**config.mk**
```make
export PLATFORM = sky130hd
export DESIGN_NAME = sdc_regs
export DESIGN_NICKNAME = d
export VERILOG_FILES = /design/src/rtl/sdc_pkg.sv /design/src/rtl/sdc_regs.sv /design/src/rtl/sdc_edge_sync.sv
export SDC_FILE = /design/constraint.sdc
export NUM_CORES = 1
export LEC_CHECK = 0
export ABC_AREA = 1
export BUFFER_PORTS_ARGS = -buffer_cell sky130_fd_sc_hd__buf_2
export CAP_MARGIN = 20
export CORE_MARGIN = 3
export CORE_UTILIZATION = 58
export CTS_BUF_LIST = sky130_fd_sc_hd__clkbuf_2 sky130_fd_sc_hd__clkbuf_4 sky130_fd_sc_hd__clkbuf_8
export DETAILED_ROUTE_END_ITERATION = 8
export MAX_ROUTING_LAYER = met4
export PLACE_DENSITY = 0.84
export SLEW_MARGIN = 20
export SYNTH_ARGS = -nofsm -noshare
export SYNTH_HDL_FRONTEND = slang
export SYNTH_SLANG_ARGS = --single-unit
```
**constraint.sdc**
```tcl
create_clock -name clk_i -period 1.7 [get_ports clk_i]
set_input_delay 0.34 -clock clk_i [delete_from_list [all_inputs] [get_ports clk_i]]
set_output_delay 0.34 -clock clk_i [all_outputs]
set_load 0.005 [all_outputs]
```
**src/rtl/sdc_pkg.sv**
```systemverilog
/*
  sdc_pkg: constants shared by the memory-card host configuration,
  transfer-control and argument register bank.
  assumes: classic wishbone slave, 32-bit data, byte addresses.
*/
package sdc_pkg;
  // ==========================================================
  // register offsets (byte addresses)
  // ==========================================================
  localparam logic [7:0] SDC_OFF_IRQ_STATUS = 8'h00; // w1c sticky events
  localparam logic [7:0] SDC_OFF_IRQ_MASK = 8'h04; // 1 = pass to irq
  localparam logic [7:0] SDC_OFF_MEDIA_CONFIG = 8'h10;
  localparam logic [7:0] SDC_OFF_TRANSFER_CONTROL = 8'h14;
  localparam logic [7:0] SDC_OFF_COMMAND_ARGUMENT = 8'h18;
  localparam logic [7:0] SDC_OFF_COMMAND_INDEX = 8'h1c;
  // ==========================================================
  // field positions
  // ==========================================================
  localparam int SDC_CFG_LANE_LSB = 12; // 2 bits
  localparam int SDC_CFG_TXW_LSB = 8; // 2 bits
  localparam int SDC_CFG_RXW_LSB = 6; // 2 bits
  localparam int SDC_CFG_EN_BIT = 5;
  localparam int SDC_CFG_BLK_LSB = 0; // 4 bits
  localparam int SDC_TC_COUNT_LSB = 16; // 16 bits
  localparam int SDC_TC_ENA_BIT = 1;
  localparam int SDC_TC_DIR_BIT = 0;
  localparam int SDC_CMD_IDX_W = 6;
  // interrupt status bit positions
  localparam int SDC_IRQ_DONE_BIT = 0; // transfer complete
  localparam int SDC_IRQ_BLOCK_BIT = 1; // one block finished
  localparam int SDC_IRQ_W = 2;
  // ==========================================================
  // reset values and encodings
  // ==========================================================
  localparam logic [31:0] SDC_RST_WORD = 32'h0000_0000;
  localparam logic [1:0] SDC_LANE_ONE = 2'h0;
  localparam logic [1:0] SDC_LANE_FOUR = 2'h1;
  localparam logic [31:0] SDC_UNMAPPED_DATA = 32'h0000_0000;
  // link clock edge counts: bits per byte on one lane or four
  localparam logic [3:0] SDC_EDGES_ONE = 4'h8;
  localparam logic [3:0] SDC_EDGES_FOUR = 4'h2;
  // data path state machine, one-hot
  typedef enum logic [2:0] {
    SDC_IDLE = 3'b001,
    SDC_ARMED = 3'b010,
    SDC_MOVE = 3'b100
  } sdc_state_t;
endpackage

```
**src/rtl/sdc_regs.sv**
```systemverilog
/*
  sdc_regs: configuration, transfer-control and argument registers
  of a memory-card host, with the byte counter of the data path.
  assumes: classic wishbone master on clk_i; card clock arrives on a
  pin and is sampled here; serial protocol and fifos sit outside.
*/
`timescale 1ns/10ps
module sdc_regs
  import sdc_pkg::*;
(
  input wire logic clk_i,
  input wire logic rst_i,
  // wishbone slave
  input wire logic cyc_i,
  input wire logic stb_i,
  input wire logic we_i,
  input wire logic [7:0] adr_i,
  input wire logic [3:0] sel_i,
  input wire logic [31:0] dat_i,
  output logic [31:0] dat_o,
  output logic ack_o,
  output logic irq_o,
  // card link clock pin
  input wire logic card_clk_i,
  // steering outputs to the rest of the host
  output logic media_enable_o,
  output logic four_lane_o,
  output logic [1:0] tx_word_width_o,
  output logic [1:0] rx_word_width_o,
  output logic [3:0] block_exp_o,
  output logic card_write_o,
  output logic data_active_o,
  output logic cmd_start_o,
  output logic [5:0] cmd_index_o,
  output logic [31:0] cmd_argument_o
);
  // ==========================================================
  // link clock edge detection
  // ==========================================================
  logic card_rise; // one-cycle pulse per card clock rising edge

  sdc_edge_sync u_sync (
    .clk_i(clk_i),
    .rst_i(rst_i),
    .pin_i(card_clk_i),
    .level_o(),
    .rise_o(card_rise)
  );

  // ==========================================================
  // state
  // ==========================================================
  logic [31:0] cfg_reg, cfg_next; // media_config
  logic [15:0] count_reg, count_next; // bytes left
  logic ena_reg, ena_next;
  logic dir_reg, dir_next;
  logic [31:0] arg_reg, arg_next;
  logic [5:0] idx_reg, idx_next;
  logic start_reg, start_next; // command start pulse
  logic [SDC_IRQ_W-1:0] stat_reg, stat_next;
  logic [SDC_IRQ_W-1:0] mask_reg, mask_next;
  logic irq_reg, irq_next;
  logic ack_reg, ack_next;
  logic [31:0] rdat_reg, rdat_next;
  sdc_state_t st_reg, st_next;
  logic [3:0] edge_reg, edge_next; // card edges within one byte
  logic [15:0] blk_left_reg, blk_left_next; // bytes left in block
  logic active_reg, active_next;
  logic four_reg, four_next; // lane code 01 decoded, kept as a flop

  // ==========================================================
  // helpers
  // ==========================================================
  logic wr_req; // write taken this cycle
  logic rd_req;
  logic [31:0] wmask; // byte lanes as bit mask
  logic [15:0] blk_bytes; // block length in bytes
  logic [3:0] edges_per_byte;
  logic byte_done;
  logic done_evt;
  logic block_evt;

  always_comb begin
    wr_req = cyc_i & stb_i & we_i & ~ack_reg;
    rd_req = cyc_i & stb_i & ~we_i & ~ack_reg;
    wmask = {{8{sel_i[3]}}, {8{sel_i[2]}}, {8{sel_i[1]}}, {8{sel_i[0]}}};
    // code 0 is reserved; treated as 2**0 so the counter still moves
    blk_bytes = 16'h0001 << cfg_reg[SDC_CFG_BLK_LSB +: 4];
    // four lanes move a byte in two clocks, one lane in eight
    if (cfg_reg[SDC_CFG_LANE_LSB +: 2] == SDC_LANE_FOUR) begin
      edges_per_byte = SDC_EDGES_FOUR;
    end else begin
      edges_per_byte = SDC_EDGES_ONE;
    end
  end

  // ==========================================================
  // data path: counts card clock edges into bytes and blocks
  // ==========================================================
  always_comb begin
    st_next = st_reg;
    edge_next = edge_reg;
    blk_left_next = blk_left_reg;
    count_next = count_reg;
    active_next = 1'b0;
    byte_done = 1'b0;
    done_evt = 1'b0;
    block_evt = 1'b0;
    case (st_reg)
      SDC_IDLE: begin
        // a command write launches the data phase if one is set up
        if (start_reg && ena_reg && count_reg != 16'h0000) begin
          st_next = SDC_ARMED;
        end
      end
      SDC_ARMED: begin
        // first block loaded from the current block length
        blk_left_next = blk_bytes;
        edge_next = 4'h0;
        st_next = SDC_MOVE;
      end
      SDC_MOVE: begin
        active_next = 1'b1;
        // card edges only counted while both enables are high
        if (ena_reg && cfg_reg[SDC_CFG_EN_BIT] && card_rise) begin
          if (edge_reg == edges_per_byte - 4'h1) begin
            edge_next = 4'h0;
            byte_done = 1'b1;
          end else begin
            edge_next = edge_reg + 4'h1;
          end
        end
        if (byte_done) begin
          count_next = count_reg - 16'h0001;
          if (blk_left_reg == 16'h0001) begin
            block_evt = 1'b1;
            blk_left_next = blk_bytes;
          end else begin
            blk_left_next = blk_left_reg - 16'h0001;
          end
          if (count_reg == 16'h0001) begin
            done_evt = 1'b1;
            active_next = 1'b0;
            st_next = SDC_IDLE;
          end
        end
      end
      default: begin
        st_next = SDC_IDLE;
      end
    endcase
    // software write of the count overrides the counter
    if (wr_req && adr_i == SDC_OFF_TRANSFER_CONTROL) begin
      count_next = (count_reg & ~wmask[31:16]) | (dat_i[31:16] & wmask[31:16]);
    end
    // interface disabled: hold the data path idle
    if (!cfg_reg[SDC_CFG_EN_BIT]) begin
      st_next = SDC_IDLE;
      active_next = 1'b0;
    end
  end

  // ==========================================================
  // register file and bus answer
  // ==========================================================
  always_comb begin
    cfg_next = cfg_reg;
    ena_next = ena_reg;
    dir_next = dir_reg;
    arg_next = arg_reg;
    idx_next = idx_reg;
    mask_next = mask_reg;
    start_next = 1'b0;
    ack_next = (cyc_i & stb_i) & ~ack_reg; // one wait state
    rdat_next = rdat_reg;
    stat_next = stat_reg;
    // decode writes
    if (wr_req) begin
      if (adr_i == SDC_OFF_MEDIA_CONFIG) begin
        cfg_next = (cfg_reg & ~wmask) | (dat_i & wmask);
      end else if (adr_i == SDC_OFF_TRANSFER_CONTROL) begin
        if (sel_i[0]) begin
          ena_next = dat_i[SDC_TC_ENA_BIT];
          dir_next = dat_i[SDC_TC_DIR_BIT];
        end
      end else if (adr_i == SDC_OFF_COMMAND_ARGUMENT) begin
        arg_next = (arg_reg & ~wmask) | (dat_i & wmask);
      end else if (adr_i == SDC_OFF_COMMAND_INDEX) begin
        if (sel_i[0]) begin
          idx_next = dat_i[SDC_CMD_IDX_W-1:0];
          start_next = 1'b1;
        end
      end else if (adr_i == SDC_OFF_IRQ_STATUS) begin
        if (sel_i[0]) begin
          stat_next = stat_reg & ~dat_i[SDC_IRQ_W-1:0];
        end
      end else if (adr_i == SDC_OFF_IRQ_MASK) begin
        if (sel_i[0]) begin
          mask_next = dat_i[SDC_IRQ_W-1:0];
        end
      end
    end
    // reserved lane codes fall back to one lane, like the byte counter
    four_next = (cfg_next[SDC_CFG_LANE_LSB +: 2] == SDC_LANE_FOUR);
    // hardware events win over a clear in the same cycle
    if (done_evt) begin
      stat_next[SDC_IRQ_DONE_BIT] = 1'b1;
    end
    if (block_evt) begin
      stat_next[SDC_IRQ_BLOCK_BIT] = 1'b1;
    end
    // decode reads; reserved bits and unmapped addresses give zero
    if (rd_req) begin
      if (adr_i == SDC_OFF_MEDIA_CONFIG) begin
        rdat_next = cfg_reg & 32'h0000_33ef;
      end else if (adr_i == SDC_OFF_TRANSFER_CONTROL) begin
        rdat_next = {count_reg, 14'h0000, ena_reg, dir_reg};
      end else if (adr_i == SDC_OFF_COMMAND_ARGUMENT) begin
        rdat_next = arg_reg;
      end else if (adr_i == SDC_OFF_COMMAND_INDEX) begin
        rdat_next = {26'h0000000, idx_reg};
      end else if (adr_i == SDC_OFF_IRQ_STATUS) begin
        rdat_next = {30'h00000000, stat_reg};
      end else if (adr_i == SDC_OFF_IRQ_MASK) begin
        rdat_next = {30'h00000000, mask_reg};
      end else begin
        rdat_next = SDC_UNMAPPED_DATA;
      end
    end
    irq_next = |(stat_next & mask_next);
  end

  // registers only
  always_ff @(posedge clk_i) begin
    if (rst_i) begin
      cfg_reg <= SDC_RST_WORD;
      count_reg <= 16'h0000;
      ena_reg <= 1'b0;
      dir_reg <= 1'b0;
      arg_reg <= SDC_RST_WORD;
      idx_reg <= 6'h00;
      start_reg <= 1'b0;
      stat_reg <= '0;
      mask_reg <= '0;
      irq_reg <= 1'b0;
      ack_reg <= 1'b0;
      rdat_reg <= SDC_RST_WORD;
      st_reg <= SDC_IDLE;
      edge_reg <= 4'h0;
      blk_left_reg <= 16'h0000;
      active_reg <= 1'b0;
      four_reg <= 1'b0;
    end else begin
      cfg_reg <= cfg_next;
      count_reg <= count_next;
      ena_reg <= ena_next;
      dir_reg <= dir_next;
      arg_reg <= arg_next;
      idx_reg <= idx_next;
      start_reg <= start_next;
      stat_reg <= stat_next;
      mask_reg <= mask_next;
      irq_reg <= irq_next;
      ack_reg <= ack_next;
      rdat_reg <= rdat_next;
      st_reg <= st_next;
      edge_reg <= edge_next;
      blk_left_reg <= blk_left_next;
      active_reg <= active_next;
      four_reg <= four_next;
    end
  end

  // ==========================================================
  // outputs, all from flops
  // ==========================================================
  assign dat_o = rdat_reg;
  assign ack_o = ack_reg;
  assign irq_o = irq_reg;
  assign media_enable_o = cfg_reg[SDC_CFG_EN_BIT];
  assign four_lane_o = four_reg;
  assign tx_word_width_o = cfg_reg[SDC_CFG_TXW_LSB +: 2];
  assign rx_word_width_o = cfg_reg[SDC_CFG_RXW_LSB +: 2];
  assign block_exp_o = cfg_reg[SDC_CFG_BLK_LSB +: 4];
  assign card_write_o = dir_reg;
  assign data_active_o = active_reg;
  assign cmd_start_o = start_reg;
  assign cmd_index_o = idx_reg;
  assign cmd_argument_o = arg_reg;
endmodule

```
**src/rtl/sdc_edge_sync.sv**
```systemverilog
/*
  sdc_edge_sync: two-flop synchroniser for a pin plus rising-edge pulse.
  assumes: input is asynchronous to clk_i; output pulse one cycle long.
*/
`timescale 1ns/10ps
module sdc_edge_sync (
  input wire logic clk_i,
  input wire logic rst_i,
  input wire logic pin_i,
  output logic level_o,
  output logic rise_o
);
  // ==========================================================
  // synchroniser
  // ==========================================================
  logic meta_reg; // first flop, read only by sync_reg
  logic sync_reg; // safe copy
  logic last_reg; // previous safe copy, for edge finding
  logic rise_reg;
  logic rise_next;

  // edge only from the clean copies, never the metastable flop
  always_comb begin
    rise_next = sync_reg & ~last_reg;
  end

  // registers only
  always_ff @(posedge clk_i) begin
    if (rst_i) begin
      meta_reg <= 1'b0;
      sync_reg <= 1'b0;
      last_reg <= 1'b0;
      rise_reg <= 1'b0;
    end else begin
      meta_reg <= pin_i;
      sync_reg <= meta_reg;
      last_reg <= sync_reg;
      rise_reg <= rise_next;
    end
  end

  assign level_o = sync_reg;
  assign rise_o = rise_reg;
endmodule

```
# After elaboration in Yosys (flattened, before gate mapping)
# Cells that the tools add are included.
# totals
mem_bits_rw	0
romBits	0
latchBits	0
wordCells	147
inputBits	50
memories	0
out_inout_bits	85
ff_bits	156
# classes
n_eq_ne	17
n_bitwise	30
n_div	0
multipliers	0
addsub	4
n_lt_le_gt_ge	0
muxes	51
n_shift	1
reduce_logical	22
# ops
op	count
$and A32 B32 Y32	3
$mux W32	3
$mux W16	5
$or A32 B32 Y32	2
$mux W2	17
$and A16 B16 Y16	2
$eq A16 B1 Y1 const B	2
$eq A8 B5 Y1 const B	4
$not A32 Y32	1
$pmux W16 S2	1
$sub A16 B1 Y16 const B	2
$mux W14	2
$not A16 Y16	1
$or A16 B16 Y16	1
$reduce_bool A16 Y1	1
$shl A1 B4 Y16 const A	1
$mux W1	14
$mux W4	3
$not A1 Y1	10
$mux W3	3
$pmux W3 S3	1
$eq A8 B3 Y1 const B	1
$logic_not A8 Y1	1
$ne A2 B2 Y1 const B	4
other kinds (21)	40

# Longest topological paths before layout
# Gate-level depths: netlist of the first run.
# depth
word_depth	12
ltp_mapped	12

# Cells and area by module
# Synthesis of the first run repeated with hierarchy kept, for this count alone.
# hier_totals
hier_cells	1020
hier_area_um2	6874.1
# by_module_without_submodules
module	cells_per_inst	area_each_um2	n_inst	seq_area_each_um2
sdc_regs	1008	6759.0	1	2622.5
sdc_edge_sync	12	115.1	1	80.1

# Worst setup path before layout of the first run
# No wires, ideal clock.
# synth_path
path_kind	input to register
from	input port adr_i[5]
to	register (tool-made name)
setup_ps	113
setup_slack_ps	235
t_required_ps	1587
arrival_time_ps	1352
path_buffers	1
path_stages	11
cell_sequence	inv_1 nand2_1 nor2_8 nand2_4 nor2_8 nand2_2 nand2_4 buf_6 nand2_1 nand2_1 nor2_1
# synth_lines
item	line	source
start, declared	sdc_regs.sv:17	input wire logic [7:0] adr_i,

==> results of run 1 <==
==> cells in the final DEF, fill, tap and decap left out, types with 2 or more instances in the layout <==
cell,instances
a211oi_1,8
a21oi_1,85
a31oi_1,2
and2_1,2
buf_12,10
buf_2,134
buf_4,47
bufinv_16,2
clkbuf_8,19
clkinv_2,2
clkinvlp_4,4
dfxtp_1,132
dfxtp_2,3
ha_1,5
inv_1,105
inv_2,10
nand2_1,248
nand2_2,5
nand2_4,6
nand3_1,73
nand3b_1,2
nand4_1,13
nor2_1,144
nor2_2,10
nor2_4,3
nor2_8,3
nor3_1,13
o211ai_1,8
o21ai_0,84
o21ai_1,10
o21ai_2,2
o22ai_1,7
xnor2_1,3
xor2_1,6
==> where the power goes <==
group          switching (mW)  total, mW  internal [mW]
clock                    1.22       2.56           1.34
sequential            0.00695       3.18           3.17
combinational           0.188      0.295          0.107
==> final cells by class <==
type / instances / area [um2] / area share [%]
multi-input combinational: 748 / 3560 / 42.1
clock inverter: 8 / 104 / 1.23
clock buffer: 19 / 262 / 3.09
sequential: 135 / 2710 / 31.9
inverter: 116 / 437 / 5.15
timing repair buffer: 191 / 1220 / 14.4
tap: 143 / 179 / 2.11
==> cells in the mapped netlist, types with 2 or more instances <==
cell type  count
clkbuf_1      21
xnor2_1        3
ha_1           6
o211ai_1       8
nor2_1       145
nand4_1       13
nor2_4         2
nand3_1       73
nand3b_1       2
inv_1        107
a21oi_1       85
nor3_1        13
nor2_8         3
xor2_1         6
inv_2          7
a211oi_1       8
and2_1         2
o21ai_0       91
buf_1          2
buf_6          4
a31oi_1        2
nand2_1      250
nand2_4        6
o22ai_1        7
dfxtp_1      135
buf_4         10
nor2_2        10
buf_2         10
nand2_2        3
o21ai_1        4
==> critical path, cell delays in order (launching register included) <==
cell and delay (ns):
dfxtp_1 0.31, inv_1 0.15, ha_2 0.24, nand2_1 0.13
nor2_1 0.22, nand2_1 0.11, xor2_1 0.13, nand2_1 0.07
nand2_1 0.06, inv_1 0.04, nor2_1 0.08
==> worst max path at each step <==
stage,to,slack [ns],cells after the start
after global routing,blk_left_reg[1]$_SDFFE_PP0P_,-0.0008,11
final,register,0.11,10
after detailed placement,register,-0.13,8
after global placement,cmd_index_o[3]$_SDFFE_PP0P_,-0.06,9
after floorplan,register,0.23,11
after CTS,blk_left_reg[11]$_SDFFE_PP0P_,0.07,9
==> metrics by stage <==
stage,area [um2],util (%)
after global routing,8480,73.3
final,8480,73.3
after detailed placement,8090,69.9
after global placement,8090,69.9
after CTS,8450,73.1
after floorplan,6940,-
==> logic make-up after synthesis <==
| group | Yosys count | share of synthesized area [%] |
|---|---|---|
| XOR/XNOR | 9 | 1.14 |
| adder cells (fa/ha/maj) | 6 | 1.08 |
| buffers and inverters | 163 | 9.99 |
| AO/OA/AOI/OAI | 208 | 15.9 |
| flip-flops | 135 | 38.9 |
| AND/OR/NAND/NOR | 525 | 33.0 |
==> per-layer routing <==
metal  up-vias  track usage (%)
met1      3437             40.8
li1       3695                -
met5         -                -
met4         0             11.7
met3        53             8.21
met2       329             48.5
==> what timing repair did <==
| item | in CTS | in global routing |
|---|---|---|
| hold buffers | 0 | 0 |
| endpoints found under the setup margin | 0 | 24 |
| gates resized for setup | 0 | 18 |
==> results.toml, run 1 <==
[detailed_routing]
highest_layer = "met4"
drtIter0Drc = 650
drc_errors = 0
wirelength_mm = 20.1
vias_per_cell = 5.53
route.met3.wl_mm = 1.65
met1_length_mm = 8.79
via_count = 7514
ant_nets = 0
wl_met2_mm = 9.16
routedWlPerCell_um = 14.8
first_pass_iters = 5

[synthesis]
netlist_area_um2 = 6940
syn_nets = 1102
async_flop_share_pct = 0
netlist.area_leader.share_pct = 38.9
synth_edf_count = 0
ys_warn_count = 0
netlist-cell-type-count = 38
syn_inst = 1046
synthTopCellsByArea = "dfxtp_1, nand2_1, nor2_1"
synth-seq-area-share_pct = 38.9
ys_ff_latch = 135
post-synth-top-area-cell = "dfxtp_1"
ys.flop_type = "dfxtp_1"
synth.avg_cell_area_um2 = 6.64

[timing]
fin_setup_tns_ns = 0
final.setup_skew_ns = 0.0117
drv_slew = 0
timing.fmax_mhz = 628
setup_slack_ns = 0.106
timing.hold.ws_ns = 0.108
relSlewSlack_pct = 69.2
worst_slew_pin_slew_ns = 0.459
finalSetupViolCount = 0
timing.final.crit_share_pct = 93.7
hold_viol = 0
layout_min_cycle_time_ns = 1.59

[finish]
areaGrowthSynthToFinish_pct = 22.1
drive_gt1_share_pct = 21.9
n_antenna_cell = 0
layout.nets = 1265
instances_no_fill = 1360
fillers = 950

[grt]
grt-ovfl-total = 0
antenna_found_initial = 0
grt_first_pass_wirelength_mm = 32.6
grt_pass1_vias = 6941
grt_max_degree = 52
grt.total_usage_pct = 31.8

[hold_path]
hold-path-cell-count = 3
hold_path_class = "in2reg"
min-delay-start = "card_clk_i"
holdPathEnd = "u_sync.meta_reg$_SDFF_PP0_"

[clocking]
htreeDepth = 4
cts-root-buf = "clkbuf_8"
clockBufferDepth = 2
cts_tree = "yes"
clk_latency_ns = 0.46
cts_buffers = 17
cts.clk_slew.worst_paths_ns = 0.07
cts_setup_buffers = 0
cts_sinks = 135

[die]
core_um2 = 11600
ios = 135
die_x_um = 115
initial_utilization_pct = 60.0
rows = 39
die_y_um = 115
dieArea_um2 = 13300

[setup_path]
cp.required_ns = 2.09
endpoint_kind = "register"
path_class = "reg2reg"
reg2reg_depth = 10
worstPathMaxFanout = 5
critPathLaunchType = "register"
cp.arrival_ns = 1.99
regToRegSetupSlack_ns = 0.11

[power_and_ir_drop]
p_per_area_nw_per_um2 = 712
power.leakage_nw = 4.28
ir_drop_mv = 0.667
p_total_mw = 6.03

[placed_design]
place_congestion = 0.970
place_hpwl_mm = 14.8
dp_slack_ns = -0.133
placedCellCount = 1333
portBuffers = 134

[run]
maxCapViolations = 0

[status]
outcome = "finished clean"
(Power assumes the default switching activity.)
==> inputs of run 2 (changes only) <==
- CORE_MARGIN: 3 -> default
- MAX_ROUTING_LAYER: met4 -> default
==> run 2 against run 1 <==
Effect of this change: the run now ends with DRC left; routed wire length increased by 0.17%; via count hardly changed; setup slack gained 0.016 ns; final area grew 1.0%; total power increased by 5.0%; clock skew decreased by 0.0013 ns; largest cell class unchanged.
==> results.toml, run 2 (synthesis results as in run 1) <==
[finish]
layout_common_cells = "nand2_1, nor2_1, buf_2"
mostFrequentLayoutCell = "nand2_1"
layout.nets = 1267
fillers = 962
multi_input_area_um2 = 3590
drive_gt1_share_pct = 22.6
areaGrowthSynthToFinish_pct = 23.4
post-route-util_pct = 74.1
area.sequential_um2 = 2710
n_antenna_cell = 0

[setup_path]
endpoint_kind = "register"
crit_top_cell = "nor2_1"
cpLargestDelayFamily = "simple AND/OR/NAND/NOR gates"
cp.arrival_ns = 1.98
path_depth = 10
crit_chain = "inv_2, ha_2, nand3_1, nor2_1, nand2_1, nand2_4, clkinvlp_4, o21ai_1, nor2_1, nor2_1"
path_class = "reg2reg"
critPathLaunchType = "register"
worstPathMaxFanout = 6
critical_path.slowest_cell = "dfxtp_2"
cp.buffers_inverters = 2
cp.required_ns = 2.10
reg2reg_depth = 10
max_stage_delay_ns = 0.34

[grt]
grt_first_pass_wirelength_mm = 32.4
grt_max_degree = 44
grt_pass1_vias = 6862
antenna_found_initial = 0
grt-ovfl-total = 0
grt.total_usage_pct = 32.7

[power_and_ir_drop]
power.leakage_nw = 4.31
ir_drop_mv = 0.653
p_per_area_nw_per_um2 = 740

[detailed_routing]
routedWlPerCell_um = 14.8
drc_errors = 12
vias_per_cell = 5.49
drtIter0Drc = 522
wirelength_mm = 20.2
ant_nets = 0
via_count = 7511
first_pass_iters = 7

[timing]
relSlewSlack_pct = 73.2
drv_slew = 0
final.setup_skew_ns = 0.0104
setup_slack_ns = 0.122
timing.final.crit_share_pct = 92.8
timing.fmax_mhz = 634
fin_setup_tns_ns = 0
layout_min_cycle_time_ns = 1.58
finalSetupViolCount = 0
hold_viol = 0
worst_slew_pin_slew_ns = 0.398

[die]
ios = 135
die_y_um = 111
core_um2 = 11600
rows = 39
die_x_um = 111
initial_utilization_pct = 60.0
dieArea_um2 = 12400

[status]
failed_checks = "DRC"
outcome = "finished with violations"

[placed_design]
dp_slack_ns = -0.0460
place_congestion = 0.919
place_hpwl_mm = 14.8
portBuffers = 134

[clocking]
cts_tree = "yes"
cts_sinks = 135
clockBufferDepth = 2
hold_buffers = 0
cts.clk_slew.worst_paths_ns = 0.08
clk_latency_ns = 0.46
htreeDepth = 4
cts-root-buf = "clkbuf_8"
cts_buffers = 17

[hold_path]
hold_path_class = "in2reg"
hold-path-cell-count = 3

[run]
maxCapViolations = 0
-- run 2: layout make-up --
class,count,area share [%]
repair inverters,1,0.0877
multi-input cells,748,42.0
inverters,116,5.14
well taps,143,2.09
clock buffers,21,3.23
clock inverters,11,1.71
flip-flops and latches,135,31.6
repair buffers,192,14.2
-- run 2: per-layer routing --
metal | track usage, % | vias to the layer above | share of wire (%)
li1 | - | 3709 | -
met1 | 41.4 | 3448 | 43
met2 | 53.5 | 312 | 46
met3 | 8.71 | 42 | 8.0
met4 | 12.0 | 0 | 2.6
met5 | 0 | - | 0
-- run 2: what timing repair did --
| item | 4_1_cts | 5_1_grt |
|---|---|---|
| setup endpoints to repair | 1 | 17 |
| hold endpoints to repair | 0 | 0 |
| gates resized for setup | 0 | 27 |
| buffers inserted | 0 | 3 |
| cloned | 0 | 1 |
| pin swaps | 0 | 10 |
-- run 2: tightest hold or removal path, cell delays in order --
cell	delay (ns)
buf_2	0.08
inv_1	0.03
nor2_1	0.07
-- run 2: power breakdown --
group	total (mW)	switching, mW	internal [mW]	leakage [nW]
clock	2.85	1.29	1.56	0.213
sequential	3.18	0.00636	3.17	1.09
combinational	0.301	0.194	0.107	3.01
-- run 2: final timing paths --
check | startpoint | slack, ns | to
hold reg to reg | u_sync.last_reg$_SDFF_PP0_ | 0.39 | u_sync.rise_o$_SDFF_PP0_
setup / recovery | blk_left_reg[1]$_SDFFE_PP0P_ | 0.12 | blk_left_reg[9]$_SDFFE_PP0P_
setup reg to reg | blk_left_reg[1]$_SDFFE_PP0P_ | 0.12 | blk_left_reg[9]$_SDFFE_PP0P_
hold / removal | card_clk_i | 0.09 | u_sync.meta_reg$_SDFF_PP0_
-- run 2: through the flow --
stage / instance area, um2 / instances / total power, mW / hold slack (ns)
CTS: 8460 / 1363 / 6.34 / 0.0826
floorplan: 6940 / 1046 / 3.39 / 0.373
global route: 8560 / 1367 / 6.51 / 0.0967
global placement: 8040 / 1331 / 3.54 / 0.381
finish: 8560 / 1367 / 6.33 / 0.0939
detailed placement: 8040 / 1331 / 3.55 / 0.381
